**src/hw/cip_defs.vh**
```
// Constants for the charger input protection sequencer.
// Assumes inclusion by bare name from the design file; definitions only.
`ifndef CIP_DEFS_VH
`define CIP_DEFS_VH

// ---------------------------------------------------------------
// Clock and default timer durations (microseconds, then cycles)
// ---------------------------------------------------------------
`define CIP_CLK_MHZ        16'h000A
`define CIP_PG_DGL_US      16'h000A
`define CIP_OV_BLANK_US    16'h0001
`define CIP_OV_RESTART_US  16'h001E
`define CIP_OI_BLANK_US    16'h0005
`define CIP_OI_RECOV_US    16'h0064
`define CIP_RAMP_US        16'h0002
`define CIP_PG_DGL_CYC     (`CIP_PG_DGL_US * `CIP_CLK_MHZ)
`define CIP_OV_BLANK_CYC   (`CIP_OV_BLANK_US * `CIP_CLK_MHZ)
`define CIP_OV_RESTART_CYC (`CIP_OV_RESTART_US * `CIP_CLK_MHZ)
`define CIP_OI_BLANK_CYC   (`CIP_OI_BLANK_US * `CIP_CLK_MHZ)
`define CIP_OI_RECOV_CYC   (`CIP_OI_RECOV_US * `CIP_CLK_MHZ)
`define CIP_RAMP_CYC       (`CIP_RAMP_US * `CIP_CLK_MHZ)

// ---------------------------------------------------------------
// Fault counters and timer limits
// ---------------------------------------------------------------
`define CIP_LOCK_COUNT     4'hF
`define CIP_CNT_ZERO       4'h0
`define CIP_CNT_ONE        4'h1
`define CIP_TMR_ZERO       16'h0000
`define CIP_TMR_ONE        16'h0001
`define CIP_TMR_MAX        16'hFFFF

// ---------------------------------------------------------------
// Synchroniser bit positions
// ---------------------------------------------------------------
`define CIP_NSYNC          6
`define CIP_SI_SUPPLY      0
`define CIP_SI_INOV        1
`define CIP_SI_IOV         2
`define CIP_SI_BATOV       3
`define CIP_SI_THERM       4
`define CIP_SI_ENN         5

// ---------------------------------------------------------------
// Register map (byte addresses) and fields
// ---------------------------------------------------------------
`define CIP_ADDR_CTRL      12'h000
`define CIP_ADDR_STATUS    12'h004
`define CIP_ADDR_COUNTS    12'h008
`define CIP_CTRL_SOFTOFF   0
`define CIP_ZERO32         32'h0000_0000

`endif

```
**src/hw/cip_seq.v**
```verilog
// Charger input protection sequencer: pass switch control, timers,
// fault counters, open-drain fault flag and a small APB register file.
// Assumes analog comparators give digital levels and the pin pad
// resolves the fault flag from its output enable.
//
// Our own choices: the register offsets and register access over APB.
`timescale 1ns/1ns
`default_nettype none
`include "cip_defs.vh"

// Behaviour
// [RL1] Below supply lockout: powered down, switch off, fault flag released.
// [RL2] Supply rising past lockout clears all counters and sequencing state.
// [RL3] After reset wait power-good deglitch, then soft-start only if all safe.
// [RL4] Input overvoltage at deglitch end: never switch on, protect, flag fault.
// [RL5] Input overvoltage clamps output and blanks; short spikes resume normally.
// [RL6] Overvoltage longer than blanking time turns the switch off.
// [RL7] After overvoltage off, once safe wait restart delay, then soft-start.
// [RL8] Overcurrent limits current and blanks; short overcurrent resumes.
// [RL9] Full-blank overcurrent: off with fault for recovery time, then retry.
// [RL10] Each overcurrent off counts; fifteenth latches switch off.
// [RL11] Supply cycle or enable off-then-on clears both fault counters.
// [RL12] Overcurrent turn-off uses the soft-stop ramp.
// [RL13] Battery overvoltage turns switch off and flags fault.
// [RL14] Switch returns once battery falls below threshold minus hysteresis.
// [RL15] Battery faults counted separately; fifteenth latches switch off.
// [RL16] Battery overvoltage turn-off uses the soft-stop ramp.
// [RL17] Thermal trip turns off and flags; back on after thermal release.
// [RL18] Enable high forces switch off; low allows on when all safe.
// [RL19] Enable defaults to enabled when undriven.
// [RL20] While disabled the fault flag stays released.
// [RL21] Enabled: fault flag low during fault events, released when safe.
// [RL22] Timer durations are parameters counted in clock cycles.
// [RL23] Comparators and enable synchronised; fault flag as low-driving enable.
module cip_seq #(
	parameter [15:0] PG_DGL_CYC     = `CIP_PG_DGL_CYC,
	parameter [15:0] OV_BLANK_CYC   = `CIP_OV_BLANK_CYC,
	parameter [15:0] OV_RESTART_CYC = `CIP_OV_RESTART_CYC,
	parameter [15:0] OI_BLANK_CYC   = `CIP_OI_BLANK_CYC,
	parameter [15:0] OI_RECOV_CYC   = `CIP_OI_RECOV_CYC,
	parameter [15:0] RAMP_CYC       = `CIP_RAMP_CYC
)(
	input  wire        REF_CLK,
	input  wire        RST,
	input  wire        SUPPLY_OK,
	input  wire        INPUT_OVER,
	input  wire        CURRENT_OVER,
	input  wire        BATTERY_OVER,
	input  wire        THERMAL_TRIP,
	input  wire        ENABLE_N,
	output reg         PASS_SWITCH_ON,
	output reg         SOFT_START,
	output reg         SOFT_STOP,
	output reg         OUTPUT_CLAMP,
	output reg         CURRENT_LIMIT,
	output wire        FAULT_N_O,
	output reg         FAULT_N_OE,
	input  wire        PSEL,
	input  wire        PENABLE,
	input  wire        PWRITE,
	input  wire [11:0] PADDR,
	input  wire [31:0] PWDATA,
	output reg  [31:0] PRDATA,
	output wire        PREADY,
	output wire        PSLVERR
);

	// ---------------------------------------------------------------
	// States
	// ---------------------------------------------------------------
	localparam [3:0] ST_PDOWN   = 4'h0;
	localparam [3:0] ST_PGDGL   = 4'h1;
	localparam [3:0] ST_SSTART  = 4'h2;
	localparam [3:0] ST_ON      = 4'h3;
	localparam [3:0] ST_OVBLANK = 4'h4;
	localparam [3:0] ST_OIBLANK = 4'h5;
	localparam [3:0] ST_SSTOP   = 4'h6;
	localparam [3:0] ST_OFF     = 4'h7;
	localparam [3:0] ST_OVREST  = 4'h8;
	localparam [3:0] ST_OIREC   = 4'h9;
	localparam [3:0] ST_LOCK    = 4'hA;
	localparam [3:0] ST_DIS     = 4'hB;
	localparam [1:0] CA_OV   = 2'h0;
	localparam [1:0] CA_OI   = 2'h1;
	localparam [1:0] CA_BAT  = 2'h2;
	localparam [1:0] CA_TH   = 2'h3;
	reg  [`CIP_NSYNC-1:0] s1_r;
	reg  [`CIP_NSYNC-1:0] s2_r;
	reg  [`CIP_NSYNC-1:0] s3_r;
	reg  [`CIP_NSYNC-1:0] filt_r;
	wire [`CIP_NSYNC-1:0] raw_in;
	reg  [3:0]            state_r;
	reg  [3:0]            state_nxt;
	reg  [1:0]            cause_r;
	reg  [1:0]            cause_nxt;
	reg  [15:0]           timer_r;
	reg  [3:0]            oi_cnt_r;
	reg  [3:0]            oi_cnt_nxt;
	reg  [3:0]            bat_cnt_r;
	reg  [3:0]            bat_cnt_nxt;
	reg                   lock_pend_r;
	reg                   lock_pend_nxt;
	reg                   en_prev_r;
	reg                   soft_off_r;
	wire                  supply_ok;
	wire                  in_over;
	wire                  i_over;
	wire                  bat_over;
	wire                  therm;
	wire                  enabled;
	wire                  reenable;
	wire                  wr_en;
	wire                  addr_ok;
	// Pin inputs, active-low enable inverted by nothing; default low = enabled
	assign raw_in = {ENABLE_N, THERMAL_TRIP, BATTERY_OVER, CURRENT_OVER,
		INPUT_OVER, SUPPLY_OK};

	// ---------------------------------------------------------------
	// Synchronisers
	// ---------------------------------------------------------------
	// Three stages; a change is taken only when stages two and three agree
	genvar gi;
	generate
		for (gi = 0; gi < `CIP_NSYNC; gi = gi + 1)
		begin : g_sync
			always @(posedge REF_CLK)
			begin
				if (RST)
				begin
					s1_r[gi]   <= 1'b0;
					s2_r[gi]   <= 1'b0;
					s3_r[gi]   <= 1'b0;
					filt_r[gi] <= 1'b0;
				end
				else
				begin
					s1_r[gi] <= raw_in[gi];
					s2_r[gi] <= s1_r[gi];
					s3_r[gi] <= s2_r[gi];
					if (s2_r[gi] == s3_r[gi])
						filt_r[gi] <= s3_r[gi]; // [RL23]
				end
			end
		end
	endgenerate
	assign supply_ok = filt_r[`CIP_SI_SUPPLY];
	assign in_over   = filt_r[`CIP_SI_INOV];
	assign i_over    = filt_r[`CIP_SI_IOV];
	assign bat_over  = filt_r[`CIP_SI_BATOV];
	assign therm     = filt_r[`CIP_SI_THERM];
	// Undriven pin reads low through the pad pull-down, so reset value enables
	assign enabled   = ~filt_r[`CIP_SI_ENN] & ~soft_off_r; // [RL19] [RL18]
	assign reenable  = enabled & ~en_prev_r; // [RL11]

	// ---------------------------------------------------------------
	// Sequencer next state
	// ---------------------------------------------------------------
	// Faults in the running states: thermal, battery, input, then current
	always @*
	begin
		state_nxt     = state_r;
		cause_nxt     = cause_r;
		oi_cnt_nxt    = oi_cnt_r;
		bat_cnt_nxt   = bat_cnt_r;
		lock_pend_nxt = lock_pend_r;
		if (reenable)
		begin
			oi_cnt_nxt  = `CIP_CNT_ZERO; // [RL11]
			bat_cnt_nxt = `CIP_CNT_ZERO; // [RL11]
		end
		case (state_r)
			ST_PDOWN:
			begin
				oi_cnt_nxt    = `CIP_CNT_ZERO; // [RL2]
				bat_cnt_nxt   = `CIP_CNT_ZERO; // [RL2]
				lock_pend_nxt = 1'b0;
				if (supply_ok)
					state_nxt = ST_PGDGL; // [RL2]
			end
			ST_PGDGL:
			begin
				if (timer_r >= PG_DGL_CYC) // [RL3] [RL22]
				begin
					if (in_over)
					begin
						state_nxt = ST_OFF; // [RL4]
						cause_nxt = CA_OV;
					end
					else if (therm)
					begin
						state_nxt = ST_OFF;
						cause_nxt = CA_TH;
					end
					else if (bat_over)
					begin
						state_nxt = ST_OFF;
						cause_nxt = CA_BAT;
					end
					else
						state_nxt = ST_SSTART; // [RL3]
				end
			end
			ST_SSTART, ST_ON:
			begin
				if (therm)
				begin
					state_nxt = ST_OFF; // [RL17]
					cause_nxt = CA_TH;
				end
				else if (bat_over)
				begin
					state_nxt   = ST_SSTOP; // [RL13] [RL16]
					cause_nxt   = CA_BAT;
					bat_cnt_nxt = bat_cnt_r + `CIP_CNT_ONE; // [RL15]
					if (bat_cnt_r == `CIP_LOCK_COUNT - `CIP_CNT_ONE)
						lock_pend_nxt = 1'b1; // [RL15]
				end
				else if (in_over)
					state_nxt = ST_OVBLANK; // [RL5]
				else if (i_over)
					state_nxt = ST_OIBLANK; // [RL8]
				else if (state_r == ST_SSTART && timer_r >= RAMP_CYC)
					state_nxt = ST_ON;
			end
			ST_OVBLANK:
			begin
				if (!in_over)
					state_nxt = ST_ON; // [RL5]
				else if (timer_r >= OV_BLANK_CYC)
				begin
					state_nxt = ST_OFF; // [RL6]
					cause_nxt = CA_OV;
				end
			end
			ST_OIBLANK:
			begin
				if (!i_over)
					state_nxt = ST_ON; // [RL8]
				else if (timer_r >= OI_BLANK_CYC)
				begin
					state_nxt  = ST_SSTOP; // [RL9] [RL12]
					cause_nxt  = CA_OI;
					oi_cnt_nxt = oi_cnt_r + `CIP_CNT_ONE; // [RL10]
					if (oi_cnt_r == `CIP_LOCK_COUNT - `CIP_CNT_ONE)
						lock_pend_nxt = 1'b1; // [RL10]
				end
			end
			ST_SSTOP:
			begin
				if (timer_r >= RAMP_CYC)
				begin
					if (lock_pend_r)
						state_nxt = ST_LOCK; // [RL10] [RL15]
					else if (cause_r == CA_OI)
						state_nxt = ST_OIREC; // [RL9]
					else
						state_nxt = ST_OFF;
				end
			end
			ST_OFF:
			begin
				case (cause_r)
					CA_OV:
						if (!in_over)
							state_nxt = ST_OVREST; // [RL7]
					CA_BAT:
						if (!bat_over)
							state_nxt = ST_SSTART; // [RL14]
					CA_TH:
						if (!therm)
							state_nxt = ST_SSTART; // [RL17]
					default:
						state_nxt = ST_SSTART;
				endcase
			end
			ST_OVREST:
			begin
				if (in_over)
					state_nxt = ST_OFF;
				else if (timer_r >= OV_RESTART_CYC)
					state_nxt = ST_SSTART; // [RL7]
			end
			ST_OIREC:
			begin
				if (timer_r >= OI_RECOV_CYC)
					state_nxt = ST_SSTART; // [RL9]
			end
			ST_LOCK:
				state_nxt = ST_LOCK; // Left only via the enable toggle or supply loss [RL11]
			ST_DIS:
			begin
				if (enabled)
				begin
					state_nxt     = ST_PGDGL;
					lock_pend_nxt = 1'b0;
				end
			end
			default:
				state_nxt = ST_PDOWN;
		endcase
		// Disable overrides every state but power-down
		if (!enabled && state_r != ST_PDOWN)
			state_nxt = ST_DIS; // [RL18]
		// Supply loss wins over everything
		if (!supply_ok)
			state_nxt = ST_PDOWN; // [RL1]
	end

	// ---------------------------------------------------------------
	// Sequencer registers and registered pin outputs
	// ---------------------------------------------------------------
	// Outputs decode the next state so they come straight from flops
	always @(posedge REF_CLK)
	begin
		if (RST)
		begin
			state_r        <= ST_PDOWN;
			cause_r        <= CA_OV;
			timer_r        <= `CIP_TMR_ZERO;
			oi_cnt_r       <= `CIP_CNT_ZERO;
			bat_cnt_r      <= `CIP_CNT_ZERO;
			lock_pend_r    <= 1'b0;
			en_prev_r      <= 1'b1; // Matches enabled, so no false re-enable
			PASS_SWITCH_ON <= 1'b0;
			SOFT_START     <= 1'b0;
			SOFT_STOP      <= 1'b0;
			OUTPUT_CLAMP   <= 1'b0;
			CURRENT_LIMIT  <= 1'b0;
			FAULT_N_OE     <= 1'b1;
		end
		else
		begin
			state_r     <= state_nxt;
			cause_r     <= cause_nxt;
			oi_cnt_r    <= oi_cnt_nxt;
			bat_cnt_r   <= bat_cnt_nxt;
			lock_pend_r <= lock_pend_nxt;
			en_prev_r   <= enabled;
			// Timer restarts on every state change
			if (state_nxt != state_r)
				timer_r <= `CIP_TMR_ZERO;
			else if (timer_r != `CIP_TMR_MAX)
				timer_r <= timer_r + `CIP_TMR_ONE;
			PASS_SWITCH_ON <= (state_nxt == ST_SSTART) || (state_nxt == ST_ON) ||
				(state_nxt == ST_OVBLANK) || (state_nxt == ST_OIBLANK) ||
				(state_nxt == ST_SSTOP);
			SOFT_START    <= (state_nxt == ST_SSTART); // [RL3] [RL7]
			SOFT_STOP     <= (state_nxt == ST_SSTOP); // [RL12] [RL16]
			OUTPUT_CLAMP  <= (state_nxt == ST_OVBLANK); // [RL5]
			CURRENT_LIMIT <= (state_nxt == ST_OIBLANK); // [RL8]
			// Pull low only while enabled and the switch is soft-stopping or held off by a fault
			FAULT_N_OE <= ~(supply_ok && enabled && ((state_nxt == ST_OFF) ||
				(state_nxt == ST_SSTOP) || (state_nxt == ST_OIREC) ||
				(state_nxt == ST_LOCK))); // [RL20] [RL21] [RL1] [RL9]
		end
	end

	// Open drain: the pad only ever pulls low
	assign FAULT_N_O = 1'b0; // [RL23]

	// ---------------------------------------------------------------
	// APB register file
	// ---------------------------------------------------------------
	// Zero wait states; read data captured in the setup cycle
	assign PREADY  = 1'b1;
	assign addr_ok = (PADDR == `CIP_ADDR_CTRL) || (PADDR == `CIP_ADDR_STATUS) ||
		(PADDR == `CIP_ADDR_COUNTS);
	assign PSLVERR = PSEL & PENABLE & ~addr_ok;
	assign wr_en   = PSEL & PENABLE & PWRITE & (PADDR == `CIP_ADDR_CTRL);

	always @(posedge REF_CLK)
	begin
		if (RST)
		begin
			soft_off_r <= 1'b0;
			PRDATA     <= `CIP_ZERO32;
		end
		else
		begin
			if (wr_en)
				soft_off_r <= PWDATA[`CIP_CTRL_SOFTOFF];
			if (PSEL && !PENABLE && !PWRITE)
			begin
				case (PADDR)
					`CIP_ADDR_CTRL:
						PRDATA <= {31'h0000_0000, soft_off_r};
					`CIP_ADDR_STATUS:
						PRDATA <= {21'h00_0000, ~FAULT_N_OE, lock_pend_r, enabled,
							supply_ok, PASS_SWITCH_ON, cause_r, state_r};
					`CIP_ADDR_COUNTS:
						PRDATA <= {20'h0_0000, bat_cnt_r, 4'h0, oi_cnt_r};
					default:
						PRDATA <= `CIP_ZERO32;
				endcase
			end
		end
	end

endmodule
`default_nettype wire

```
**config.mk**
```make
export PLATFORM = sky130hd
export DESIGN_NAME = cip_seq
export DESIGN_NICKNAME = d
export VERILOG_FILES = /design/src/hw/cip_seq.v
export VERILOG_INCLUDE_DIRS = /design/src /design/src/hw
export SDC_FILE = /design/constraint.sdc
export NUM_CORES = 1
export LEC_CHECK = 0
export ABC_CLOCK_PERIOD_IN_PS = 4100
export BUFFER_PORTS_ARGS = -buffer_cell sky130_fd_sc_hd__buf_2
export CAP_MARGIN = 0
export CORE_ASPECT_RATIO = 1.4
export CORE_MARGIN = 10
export CORE_UTILIZATION = 45
export CTS_CLUSTER_SIZE = 12
export DETAILED_ROUTE_END_ITERATION = 10
export PLACE_DENSITY = 0.72
export SLEW_MARGIN = 20
export SYNTH_ARGS = -nofsm -noshare
export SYNTH_HDL_FRONTEND = slang
export SYNTH_SLANG_ARGS = --single-unit
```
**constraint.sdc**
```tcl
create_clock -name REF_CLK -period 4.1 [get_ports REF_CLK]
set_input_delay 0.205 -clock REF_CLK [delete_from_list [all_inputs] [get_ports REF_CLK]]
set_output_delay 0.205 -clock REF_CLK [all_outputs]
set_load 0.005 [all_outputs]
```
# Yosys cells after proc, flatten, opt, wreduce, memory -nomap -nowiden
# Cells that the tools add are included.
# totals
reg_bits,95
in_bits,55
output_inout_bits,41
word_cells,185
# op_classes
n_addsub,3
order_cmp,6
n_eq_ne,44
muxes,53
bitwise_logic,12
reduce_logical,28
# op_table
op,n
$mux W4,28
$pmux W4 S11,1
$pmux W12 S3,1
$eq A4 B3 Y1 const B,8
$eq A4 B4 Y1 const B,8
$ne A2 B2 Y1 const B,10
$add A16 B1 Y16 const B,1
$eq A4 B2 Y1 const B,4
$ge A16 B10 Y1 const B,1
$ge A16 B4 Y1 const B,1
$ge A16 B5 Y1 const B,1
$ge A16 B6 Y1 const B,1
$ge A16 B7 Y1 const B,1
$ge A16 B9 Y1 const B,1
$mux W2,8
$ne A16 B16 Y1 const B,1
$pmux W4 S2,2
$eq A12 B3 Y1 const B,1
$eq A12 B4 Y1 const B,1
$logic_not A12 Y1,1
$pmux W4 S3,1
$reduce_bool A4 Y1,3
$logic_or A1 B1 Y1,9
$mux W3,3
other kinds (18),49

# Depth between registers and ports, before layout
# depth
word_depth,16
depth_mapped,11

# Worst setup path before layout
# Ideal clock, no wire load.
# synth_path
path_type,register to register
from,reg state_r[1]
to,reg timer_r[10]
setup_time_ns,0.073
arrival_ns,2.335
required_ns,4.027
setup_slack_ns,1.692
stages_incl_launch_ff,11
path_buffers,3
cell_sequence,dfxtp_1 -> buf_6 -> or4b_1 -> o31ai_1 -> a21oi_1 -> nand4b_1 -> nor3b_1 -> or4_1 -> buf_6 -> buf_8 -> nor3_2
# synth_via
elab_chain_len,12
elab_cells_between_ends,40
# synth_rtl
item,line_no,source
"start, declared",cip_seq.v:92,reg [3:0] state_r;
"start signal, assigned",cip_seq.v:333,state_r <= state_nxt;
$eq A4 B2 Y1,"cip_seq.v:171, cip_seq.v:222",
$logic_and A1 B1 Y1,cip_seq.v:222,else if (state_r == ST_SSTART && timer_r >= RAMP_CYC)
$mux W4,cip_seq.v:222,
$mux W4,cip_seq.v:220,else if (i_over)
$mux W4,cip_seq.v:218,else if (in_over)
$mux W4,cip_seq.v:210,else if (bat_over)
$mux W4,cip_seq.v:205,if (therm)
$pmux W4 S11,cip_seq.v:171,case (state_r)
$mux W4,cip_seq.v:302,if (!enabled && state_r != ST_PDOWN)
$mux W4,cip_seq.v:305,if (!supply_ok)
$ne A4 B4 Y1 (*),cip_seq.v:340,if (state_nxt != state_r)
$reduce_or A2 Y1 (no line) (*),-,
"end signal, assigned",cip_seq.v:319,timer_r <= `CIP_TMR_ZERO;
"end signal, assigned",cip_seq.v:341,timer_r <= `CIP_TMR_ZERO;
"end signal, assigned",cip_seq.v:343,timer_r <= timer_r + `CIP_TMR_ONE;
"end, declared",cip_seq.v:96,reg [15:0] timer_r;
# Every way passes the cells marked *; elsewhere a longest branch is shown, timed or not.
# A chain may end at the register's enable or synchronous reset.

# Worst setup path in the final report
# layout_path
from,reg state_r[2]
to,reg timer_r[1]
# Same word-level chain as after synthesis.

==> results_dict.tcl <==
set metrics [dict create \
    skew_ps 11.4 \
    fp.dieH_um 135 \
    tns_ps 0 \
    fin_crit_sh_pct 84.7 \
    synthArstFlopShare_pct 0 \
    n_antenna_cell 0 \
    routed_wl_um 9990 \
    cts_tree "done" \
    slowest_delay_ps 940 \
    ant_nets 0 \
    synth_edf_count 0 \
    cts_sinks 75 \
    first_iter_violations 247 \
    yosysWarnings 0 \
    finalNetCount 592 \
    firstDrtPassIters 5 \
    cts_setup_buffers 0 \
    htree_levels 3 \
    hold_end "s1_r[5]" \
    synth_ff_type "dfxtp_1" \
    power_density_nw_per_um2 338 \
    critPathTopFamily "simple AND/OR/NAND/NOR gates" \
    timing.fmax_ghz 0.288 \
    syn_area_um2 4240 \
    grt_antenna_before_repair 0 \
    drc 0 \
    path_clk_slew_ps 60 \
    r2r_slack_ps 630 \
    clkPwrFrac_pct 48.6 \
    place_congestion 0.936 \
    fin_crit_ps 3470 \
    worstPathMaxFanout 29 \
    netlist_top_cells_area "dfxtp_1, buf_4, nand2_1, a21oi_1, nor2b_1" \
    cp_data_arrival_time_ps 3720 \
    insertion_delay_ps 340 \
    worst-setup-path-type "reg -> reg" \
    switching_share_pct 24.0 \
    pwr-share-seq_pct 47.8 \
    maxCapViolations 0 \
    p_sw_w 0.000374 \
    floorplan.die.width_um 102 \
    avgSynthCellArea_um2 8.24 \
    worstMarginPinSlew_ps 951 \
    ir_drop_mv 0.205 \
    hold_viol_final 0 \
    cp.required_ps 4350 \
    grt_max_degree 55 \
    vias 3703 \
    grt_pass1_wl_um 16900 \
    drt-wirelength-per-cell_um 15.5 \
    p_comb_share_pct 3.5 \
    synth_cell_types 80 \
    hold_class "in -> reg" \
    cts_buffers 9 \
    regToRegStartpoint "state_r[2]" \
    cp-end-kind "register" \
    maxSlewViolCount 0 \
    top_level_ports 96 \
    rows 41 \
    critPathBufInv 0 \
    fillers 892 \
    rr_worst_depth 7 \
    clockBufferDepth 2 \
    syn_inst 514 \
    status "complete, no violations" \
    dieArea_um2 13700 \
    avgViaCountPerCell 5.76 \
    ys_ff_latch 75 \
    yosys.area.top_type "dfxtp_1" \
    slew_headroom_pct 36.5 \
    clockRootBuffer "clkbuf_16" \
    r2r-end "timer_r[1]" \
    syn2layout_area_growth_pct 9.10 \
    p_leak_nw 1.71 \
    grt_pass1_vias 3622 \
    initial_core_util_pct 46.6 \
    grt_overflow 0 \
    start_kind "register" \
    ys_seq_area_share_pct 35.5 \
    cpMaxStageDelayCell "dfxtp_1" \
    setup_slack_ps 629 \
    rsz0062_at_grt "false" \
    layout-drive-gt1-share_pct 17.9 \
    internal_power_w 0.00119 \
    hold_path.startpoint "ENABLE_N" \
    setup_viol_count_final 0 \
    cts_hold_buf 0 \
    dp_worst_setup_slack_ps 703 \
    path_cells "or4bb_1, o211a_2, o221ai_1, a211oi_2, o32ai_1, or4_1, nor4b_2" \
    grtUsageTotal_pct 14.9 \
    synth_top_area_share_pct 35.5 \
    cts_resized 0 \
    dp_hpwl_um 7280 \
    core_um2 9080 \
    hold_path_depth 2 \
    io_buffers 42 \
]
==> sequential cells by signal (all words and copies together), names as in the netlist, 2 cells and up <==
signal	count
bat_cnt_r	4
s1_r	6
PRDATA	12
state_r	4
s2_r	6
timer_r	16
s3_r	6
oi_cnt_r	4
cause_r	2
==> worst max path at each step <==
stage	startpoint	endpoint	slack, ps	cells past startpoint
floorplan	state_r[1]	timer_r[10]	1690	10
global placement	state_r[2]	timer_r[1]	730	7
detailed placement	state_r[2]	timer_r[1]	700	7
CTS	state_r[2]	timer_r[1]	680	7
global route	state_r[2]	timer_r[1]	400	7
finish	state_r[2]	timer_r[1]	630	7
==> worst register-to-register path, cell delays in order (launching register included) <==
cell	delay, ps
dfxtp_1	940
or4bb_1	240
o211a_2	200
o221ai_1	170
a211oi_2	510
o32ai_1	160
or4_1	810
nor4b_2	350
==> cells in the final DEF (no fill, tap or decap), types with 4 or more instances in the layout <==
cell / n
a21oi_1: 35
a22o_1: 5
a22oi_1: 6
a31oi_1: 5
and3_1: 8
buf_2: 42
buf_4: 5
clkbuf_16: 9
conb_1: 22
dfxtp_1: 75
ha_1: 6
inv_1: 12
inv_6: 6
nand2_1: 47
nand2b_1: 4
nand3_1: 21
nand3b_1: 5
nand4_1: 11
nand4b_1: 5
nor2_1: 37
nor2b_1: 25
nor3_1: 17
nor3_2: 10
nor3b_1: 5
nor4_1: 5
o21ai_0: 24
o31ai_1: 4
xnor2_1: 9
==> synth_stat cells (4+ instances only) <==
library cell / count
buf_4: 25
clkbuf_1: 22
nor3b_1: 5
buf_2: 9
nor4_1: 5
xnor2_1: 9
inv_1: 12
nor3_2: 10
ha_1: 6
nor3_1: 17
nor2_1: 37
a22oi_1: 6
nand4b_1: 5
a21oi_1: 35
nand2b_1: 4
and3_1: 8
nand3_1: 21
o21ai_0: 24
dfxtp_1: 75
nand2_1: 47
a31oi_1: 5
nand4_1: 11
nor2b_1: 25
a22o_1: 5
nand3b_1: 5
o31ai_1: 4
==> layer usage <==
layer	vias to the layer above	GRT usage (%)	share of wire, %
met3	26	4.09	6.5
met1	1730	15.6	38
met4	0	6.53	2.6
li1	1837	-	-
met5	-	0	0
met2	110	26.7	52
==> stage by stage <==
step | power, W | cell area (um2) | hold slack (ps) | utilization, % | cells
floorplan | 0.000815 | 4310 | 333 | - | 534
CTS | 0.00157 | 4620 | 68.3 | 50.9 | 643
detailed placement | 0.000817 | 4330 | 418 | 47.7 | 627
global placement | 0.000815 | 4330 | 412 | 47.7 | 627
global route | 0.00162 | 4620 | 81.3 | 50.9 | 643
finish | 0.00156 | 4620 | 73.3 | 50.9 | 643
==> power groups by stage <==
stage               sequential (W)  clock [W]  combinational (W)
CTS                       0.000746   0.000773          0.0000551
global placement          0.000762          0          0.0000527
global route              0.000748   0.000806          0.0000629
floorplan                 0.000759          0          0.0000564
detailed placement        0.000762          0          0.0000549
finish                    0.000746   0.000759          0.0000553
==> cell families after synthesis <==
group                    share of synthesized area [%]
flip-flops                                        35.5
multiplexers                                     0.709
AND/OR/NAND/NOR                                   31.8
buffers and inverters                             9.66
other                                            0.177
XOR/XNOR                                          2.07
adder cells (fa/ha/maj)                           1.77
AO/OA/AOI/OAI                                     18.3
==> cell type report <==
class                      instances  area, um2  area share, %
clock buffer                       9        225           4.87
clock inverter                     7       63.8           1.38
inverter                          13       48.8           1.06
multi-input combinational        385       2400           51.9
sequential                        75       1500           32.5
tap                              107        134           2.90
timing repair buffer              47        248           5.36
(Power assumes the default switching activity.)
